--- src/include/rsc_pkg.sv ---
// constants and types for the reset source controller
// Behaviour
// (RULE1) filtered low reset pin raises system reset
// (RULE2) pin reset sets external-reset flag
// (RULE3) soft reset instruction resets, clock kept
// (RULE4) soft reset releases next instruction cycle
// (RULE5) soft reset sets flag bit 6
// (RULE6) watchdog timeout in run resets, clock kept
// (RULE7) watchdog timeout in sleep/idle only wakes
// (RULE8) watchdog reset sets flag bit 4
// (RULE9) lower hard trap during higher trap resets
// (RULE10) levels 13 to 15 are hard traps
// (RULE11) trap conflict reset sets flag bit 15
// (RULE12) flag register value depends on reset kind
// (RULE13) flags survive resets, cleared by write/power-on
package rsc_pkg;

    localparam int RCR_W = 16;
    localparam int TRAP_BIT = 15;
    localparam int EXT_BIT = 7;
    localparam int SOFT_BIT = 6;
    localparam int WDT_BIT = 4;
    localparam logic [15:0] RCR_RESET = 16'h0000;
    localparam logic [15:0] RCR_FLAG_MASK = 16'h80d0;

    localparam int LVL_W = 4;
    localparam logic [3:0] HARD_LO_LVL = 4'hd;
    localparam logic [3:0] ADDR_ERR_LVL = 4'hd;
    localparam logic [3:0] OSC_ERR_LVL = 4'he;
    localparam logic [3:0] HARD_HI_LVL = 4'hf;

    localparam int CLK_PERIOD_NS = 4;
    // shortest pin low time that counts as a reset
    localparam int EXT_MIN_NS = 2000;
    localparam int EXT_MIN_CYC =
        (EXT_MIN_NS + CLK_PERIOD_NS - 1) / CLK_PERIOD_NS;
    // soft, watchdog and trap resets last one instruction cycle
    localparam int PULSE_CYC = 1;

    typedef enum logic [2:0] {
        ST_RUN = 3'b001,
        ST_PULSE = 3'b010,
        ST_EXT = 3'b100
    } rsc_state_e;

    function automatic logic rsc_is_hard(input logic [3:0] lvl);
        rsc_is_hard = (lvl >= HARD_LO_LVL) && (lvl <= HARD_HI_LVL);
    endfunction : rsc_is_hard

endpackage : rsc_pkg

--- src/core/rsc_reset_source.sv ---
// reset source controller: pin filter, reset sequencing, cause flags
`timescale 1ns/10ps
`default_nettype none
module rsc_reset_source
    import rsc_pkg::*;
#(
    parameter int FILT_CYC = EXT_MIN_CYC,
    parameter int HOLD_CYC = PULSE_CYC
) (
    input wire logic clk,
    input wire logic rst_n,
    input wire logic ext_reset_pin_n,
    input wire logic soft_reset_exec,
    input wire logic watchdog_timeout,
    input wire logic cpu_sleep,
    input wire logic cpu_idle,
    input wire logic trap_req,
    input wire logic [3:0] trap_level,
    input wire logic trap_done,
    input wire logic rcr_wr_en,
    input wire logic [15:0] rcr_wr_data,
    output logic system_reset,
    output logic clock_reinit,
    output logic wake_req,
    output logic [15:0] reset_control_reg
);

    localparam int FILT_W = $clog2(FILT_CYC + 1);
    localparam int HOLD_W = $clog2(HOLD_CYC + 1);
    localparam logic [FILT_W-1:0] FILT_MAX = FILT_W'(FILT_CYC);
    localparam logic [HOLD_W-1:0] HOLD_LOAD = HOLD_W'(HOLD_CYC - 1);

    if (FILT_CYC < 1 || HOLD_CYC < 1) begin : g_bad_param
        $error("filter and hold counts must be at least one");
    end

    ////////////////////////////////////////////////////////////////
    // pin synchroniser and glitch filter

    logic pin_s1_q;
    logic pin_s2_q;
    logic [FILT_W-1:0] filt_cnt_q;
    logic [FILT_W-1:0] filt_cnt_d;
    logic ext_low_q;
    logic ext_low_d;

    always_comb begin
        filt_cnt_d = filt_cnt_q;
        ext_low_d = ext_low_q;
        if (pin_s2_q) begin
            filt_cnt_d = '0;
            ext_low_d = 1'b0;
        end else if (filt_cnt_q < FILT_MAX) begin
            // short pulses never reach the limit
            filt_cnt_d = filt_cnt_q + FILT_W'(1); // RULE1
            ext_low_d = (filt_cnt_d == FILT_MAX); // RULE1
        end else begin
            ext_low_d = 1'b1;
        end
    end

    always_ff @(posedge clk or negedge rst_n) begin
        if (!rst_n) begin
            pin_s1_q <= 1'b1;
            pin_s2_q <= 1'b1;
            filt_cnt_q <= '0;
            ext_low_q <= 1'b0;
        end else begin
            pin_s1_q <= ext_reset_pin_n;
            pin_s2_q <= pin_s1_q;
            filt_cnt_q <= filt_cnt_d;
            ext_low_q <= ext_low_d;
        end
    end

    ////////////////////////////////////////////////////////////////
    // hard trap tracking

    rsc_state_e state_q;
    rsc_state_e state_d;
    logic trap_act_q;
    logic trap_act_d;
    logic [3:0] trap_lvl_q;
    logic [3:0] trap_lvl_d;
    logic hard_req;
    logic conflict;

    assign hard_req = trap_req && rsc_is_hard(trap_level); // RULE10
    // a lower level arriving while a hard trap is open
    assign conflict = hard_req && trap_act_q
        && (trap_level < trap_lvl_q); // RULE9

    always_comb begin
        trap_act_d = trap_act_q;
        trap_lvl_d = trap_lvl_q;
        if (state_q != ST_RUN) begin
            trap_act_d = 1'b0;
        end else begin
            if (trap_done) begin
                trap_act_d = 1'b0;
            end
            if (hard_req && !conflict) begin
                trap_act_d = 1'b1;
                trap_lvl_d = trap_level;
            end
        end
    end

    always_ff @(posedge clk or negedge rst_n) begin
        if (!rst_n) begin
            trap_act_q <= 1'b0;
            trap_lvl_q <= 4'h0;
        end else begin
            trap_act_q <= trap_act_d;
            trap_lvl_q <= trap_lvl_d;
        end
    end

    ////////////////////////////////////////////////////////////////
    // reset sequencer

    logic [HOLD_W-1:0] hold_q;
    logic [HOLD_W-1:0] hold_d;
    logic lowpow;
    logic ev_soft;
    logic ev_wdt;
    logic ev_trap;
    logic ev_ext;
    logic wake_d;
    logic system_reset_d;
    logic reinit_d;

    assign lowpow = cpu_sleep || cpu_idle;
    // soft, watchdog and trap causes are taken only while running; the pin also during a pulse
    assign ev_soft = (state_q == ST_RUN) && soft_reset_exec; // RULE3
    assign ev_wdt = (state_q == ST_RUN) && watchdog_timeout
        && !lowpow; // RULE6
    assign ev_trap = (state_q == ST_RUN) && conflict; // RULE9
    assign ev_ext = (state_q != ST_EXT) && ext_low_q; // RULE1

    always_comb begin
        state_d = state_q;
        hold_d = hold_q;
        case (state_q)
            ST_RUN: begin
                if (ext_low_q) begin
                    state_d = ST_EXT;
                end else if (ev_soft || ev_wdt || ev_trap) begin
                    state_d = ST_PULSE;
                    hold_d = HOLD_LOAD;
                end
            end
            ST_PULSE: begin
                if (ext_low_q) begin
                    state_d = ST_EXT;
                end else if (hold_q == '0) begin
                    // release at the next instruction cycle
                    state_d = ST_RUN; // RULE4
                end else begin
                    hold_d = hold_q - HOLD_W'(1);
                end
            end
            ST_EXT: begin
                if (!ext_low_q) begin
                    state_d = ST_RUN;
                end
            end
            default: begin
                state_d = ST_EXT;
            end
        endcase
        system_reset_d = (state_d != ST_RUN);
        // only the pin reset and power-on restart the clock source
        reinit_d = (state_d == ST_EXT); // RULE3 RULE6
        wake_d = (state_q == ST_RUN) && watchdog_timeout
            && lowpow; // RULE7
    end

    always_ff @(posedge clk or negedge rst_n) begin
        if (!rst_n) begin
            state_q <= ST_RUN;
            hold_q <= '0;
            system_reset <= 1'b1;
            clock_reinit <= 1'b1;
            wake_req <= 1'b0;
        end else begin
            state_q <= state_d;
            hold_q <= hold_d;
            system_reset <= system_reset_d;
            clock_reinit <= reinit_d;
            wake_req <= wake_d;
        end
    end

    ////////////////////////////////////////////////////////////////
    // reset cause flags

    logic [15:0] rcr_d;

    always_comb begin
        rcr_d = reset_control_reg;
        // software write clears or sets the flags
        if (rcr_wr_en) begin
            rcr_d = rcr_wr_data & RCR_FLAG_MASK; // RULE13
        end
        // a cause in the write cycle still sets its flag
        if (ev_ext) begin
            rcr_d[EXT_BIT] = 1'b1; // RULE2 RULE12
        end
        if (ev_soft) begin
            rcr_d[SOFT_BIT] = 1'b1; // RULE5 RULE12
        end
        if (ev_wdt) begin
            rcr_d[WDT_BIT] = 1'b1; // RULE8 RULE12
        end
        if (ev_trap) begin
            rcr_d[TRAP_BIT] = 1'b1; // RULE11 RULE12
        end
    end

    // only power-on or a software write clears these; system_reset never does
    always_ff @(posedge clk or negedge rst_n) begin
        if (!rst_n) begin
            reset_control_reg <= RCR_RESET; // RULE13
        end else begin
            reset_control_reg <= rcr_d;
        end
    end

endmodule : rsc_reset_source
`default_nettype wire

--- config.mk ---
export PLATFORM = sky130hd
export DESIGN_NAME = rsc_reset_source
export DESIGN_NICKNAME = d
export VERILOG_FILES = /design/src/include/rsc_pkg.sv /design/src/core/rsc_reset_source.sv
export SDC_FILE = /design/constraint.sdc
export NUM_CORES = 1
export LEC_CHECK = 0
export ABC_AREA = 1
export BUFFER_PORTS_ARGS = -buffer_cell sky130_fd_sc_hd__buf_2
export CORE_UTILIZATION = 45
export CTS_BUF_LIST = sky130_fd_sc_hd__clkbuf_16
export DETAILED_ROUTE_END_ITERATION = 10
export GPL_ROUTABILITY_DRIVEN = 0
export MAX_ROUTING_LAYER = met4
export PLACE_DENSITY_LB_ADDON = 0.25
export SLEW_MARGIN = 20
export SYNTH_ARGS = -nofsm -noshare
export SYNTH_HDL_FRONTEND = slang
export SYNTH_SLANG_ARGS = --single-unit
--- constraint.sdc ---
create_clock -name clk -period 1.35 [get_ports clk]
set_input_delay 0.0675 -clock clk [delete_from_list [all_inputs] [get_ports clk]]
set_output_delay 0.0675 -clock clk [all_outputs]
set_load 0.01 [all_outputs]
==> results.md <==
- The share of cells above drive strength 1 is 0.327.
- Summed over all failing endpoints, the final setup total negative slack is -0.419 ns.
- The root buffer cell is clkbuf_16.
- The count of cells in the finished layout, fillers not included, comes to 258.
- The floorplan die height is 58.7 um.
- Across every metal layer, demand over resource in global routing totals 0.192.
- The number of fillers in the final layout is 288.
- The total power density per cell area is 1300 nW/um^2.
- The count of endpoints failing hold in the final timing report is 0.
- Setup repair after global routing could not meet its margin everywhere.
- The cell total after placement is 242.
- The count of cells along the worst hold path is 3.
- Once routing completed, OpenROAD measured the worst setup slack at -0.0806 ns.
- The share of the Yosys chip area taken by registers is 0.472.
- Along the worst path, the maximum fanout reaches 7.
- The layout net count is 249.
- The H-tree depth is 1.
- The checks that failed: setup timing.
- The worst-case reg-to-reg path depth is 8.
- The routed design has 2.85 mm of wire.
- The via count of the first global-routing pass is 1,184.
- Counting every sink on the clock net gives 27.
- The unique cell type count in the Yosys netlist is 28.
- STA classifies the critical path endpoint as a flip-flop.
- The core region area is 3050 um^2.
- The fraction of synthesized cell area in xor and xnor cells is 0.0121.
- The clock transition at the registers of the reported paths is 0.06 ns.
- The startpoint of the tightest hold check path is rcr_wr_data[7].
- In the final layout, the multi-input gates occupy 657 um^2.
- The maximum VDD drop is 599 uV.
- The number of port buffers is 24.
- The register with the most flip-flops in the layout has 9 of them.
- The area enclosed by the die boundary is 3440 um^2.
- After synthesis the netlist holds a flip-flop and latch count of 27.
- For the worst setup path, the data arrival time is 1.61 ns.
- The mean routed wirelength per cell is 11.1 um.
- Headroom to the max-slew limit came out at 0.602.
- Global routing finished with a remaining overflow of 0.
- The met1 global-route usage is 0.213.
- The first global-routing pass estimated 4.83 mm of wire.
- In this run the most used layer during global routing was met2.
- The worst clock skew on the final layout is 0.00394 ns.
- Of the total synthesized cell area, the portion taken by AND, OR, NAND and NOR gates is 0.236.
- The TritonCTS clock tree is yes.
- The growth of design area from synthesis to finish is 27.3%.
- A synthesized cell averages 8.45 um^2.
- The worst hold slack after final layout is 0.0220 ns.
- The width of the chip is 58.7 um.
- The diode insertion count for antenna repair is 0.
- The tool flagged a number of max-cap violations equal to 0.
- In this run, the number of DRC markers left after iteration 0 of detailed routing was 42.
- The cell count after synthesis is 171.
- Timing would allow up to 0.699 GHz.
- The fraction of synthesis flops using an asynchronous set or reset pin is 1.00.
- The launch instance of the worst register-to-register path is trap_lvl_q[1].
- At the pin with the least slew margin, the transition time is 0.597 ns.
- Prior to clock tree synthesis, the placed netlist has a worst setup slack of -0.201 ns.
- The area fraction of the dominant cell type after synthesis is 0.381.
- For this run, the leading register cell type out of synthesis is dfrtp_1.
- The vias after detailed routing is 1,233.
- Setup violations remaining at the end of the flow were counted as 8.
- After layout, the minimum clock period comes to 1.43 ns.
- In the routed design, unresolved DRC markers number 0.
- Dividing the detail-routed via count by the number of cells gives 4.78.
- The multiplexer area fraction after synthesis is 0.0277.
- The combinational family with the most area after synthesis is simple AND/OR/NAND/NOR gates.
- The cell area after technology mapping is 1450 um^2.
- The number of iterations in the first detailed-routing pass is 4.
- The worst-skew pair later-pin latency is 0.26 ns.
- In the final layout, flip-flops and latches occupy 684 um^2.
- Detailed placement ended at an HPWL of 1.94 mm.
- Across all register-to-register paths, the minimum setup slack is -0.08 ns.
- Counting along the longest clock path gives a buffer depth of 2.
- The biggest area contributor in the post-synthesis netlist is dfrtp_1.
- The initial antenna violation count is 0.
- The commonest cells after synthesis are nand2_1 (41), dfrtp_1 (22), inv_1 (19), buf_4 (14), nor2_1 (13).
- Entering global routing, the biggest net connects 28 pins.
- Of the available clock period, the critical path in the final layout requires 1.06.
- Row generation in the floorplan step produced 20 rows.
- The most common cell in the synthesized netlist is nand2_1.
- The number of enable flip-flop cells after synthesis is 0.
- The post-synthesis share of cell area spent on full adders, half adders and majority gates is 0.0346.
- Once detail routing completed, the nets flagged for antenna violations numbered 0.
- The path with the worst hold slack has its endpoint at reset_control_reg[7].
- The compound-gate portion of the synthesized area is 0.0693.
- The number of placed I/O pins is 49.
- The leakage component of the power is 0.904 nW.
- The critical path in this run is classified as reg2reg.
- For the worst setup path, the data required time is 1.53 ns.
- During synthesis, Yosys emitted a total of 0 warnings.
- The effective utilization at floorplan is 0.473.
- The number of max-slew violations in the final report came to 0.
- The fraction of met2 tracks used by global routing is 0.343.
- In the global route stage, met3 resource usage came out at 0.0308.
- The final design utilization is 0.602.
- The flow ran to the end, but the final reports show violations.
- TritonCTS created 3 clock buffers.
- The critical path launch point type is a flip-flop.
- The end of the worst register-to-register path is trap_lvl_q[0].
- The path class of the tightest hold or removal check is in2reg.
- Sorting the synthesized cells by area gives the leading types as dfrtp_1 (38%), nand2_1 (11%), dfstp_2 (9.1%).
## worst max-delay path by stage
| stage | startpoint | to | slack (ns) | depth (start not counted) |
|---|---|---|---|---|
| 6_report | trap_lvl_q[1] | trap_lvl_q[0] | -0.08 | 8 |
| 5_1_grt | trap_lvl_q[1] | trap_lvl_q[0] | -0.18 | 8 |
| 4_1_cts | trap_lvl_q[1] | trap_lvl_q[0] | -0.08 | 8 |
| 3_5_place_dp | trap_lvl_q[3] | trap_lvl_q[0] | -0.20 | 9 |
| 3_3_place_gp | trap_lvl_q[3] | trap_act_q | -0.1 | 8 |
| 2_1_floorplan | trap_lvl_q[3] | trap_act_q | 0.01 | 8 |
## layer usage
| metal | up-vias | wire, um |
|---|---|---|
| met1 | 572 | 1220 |
| met2 | 47 | 1470 |
| met5 | - | 0 |
| li1 | 610 | - |
| met3 | 4 | 132 |
| met4 | 0 | 30 |
## where the power goes
part,switching [mW],leakage (nW),internal [mW]
clock network,0.255,0.0423,0.396
registers,0.0769,0.328,0.976
logic,0.368,0.533,0.322
## cells in the final DEF (no fill, tap or decap), types with 4 or more instances in the layout
master and instances:
inv_1 20, nand3_1 10, buf_4 15, dfstp_2 5, o21ai_0 5, inv_2 5
nand3_2 4, conb_1 12, nand2_1 40, nor2_1 12, o21ai_1 4, mux2i_1 4
dfrtp_1 20, buf_2 24
## metrics by stage
| stage | total power [mW] | area, um^2 |
|---|---|---|
| 6_report | 2.39 | 1840 |
| 2_1_floorplan | 1.47 | 1490 |
| 3_3_place_gp | 1.66 | 1600 |
| 3_5_place_dp | 1.70 | 1600 |
| 4_1_cts | 2.37 | 1730 |
| 5_1_grt | 2.57 | 1840 |
## critical path, stage by stage (launching register included)
cell	delay, ns
dfrtp_1	0.34
inv_1	0.05
ha_1	0.27
a21boi_1	0.13
o21bai_1	0.18
nand2_1	0.09
nand2_2	0.14
nand2_1	0.07
o21ai_1	0.08
## kinds of logic after synthesis
group | count (synthesis)
XOR/XNOR | 2
flip-flops | 27
multiplexers | 4
buffers and inverters | 40
adder cells (fa/ha/maj) | 4
AO/OA/AOI/OAI | 18
AND/OR/NAND/NOR | 75
other | 1
## area by class of cell
type / instances / area share
Clock inverter: 1 / 0.00204
Clock buffer: 3 / 0.0408
Multi-Input combinational cell: 116 / 0.357
Inverter: 24 / 0.0490
Tap cell: 44 / 0.0299
Timing Repair Buffer: 43 / 0.149
Sequential cell: 27 / 0.372
## repair_timing
item                       in CTS  in global routing
hold endpoints to repair       24                  0
gates cloned                    0                  1
pin swaps                       4                  4
setup buffers                   0                  8
setup endpoints to repair       9                 16
resized for setup               5                 10
hold buffers                    3                  0
No activity file was read; power rests on OpenSTA's default activity.
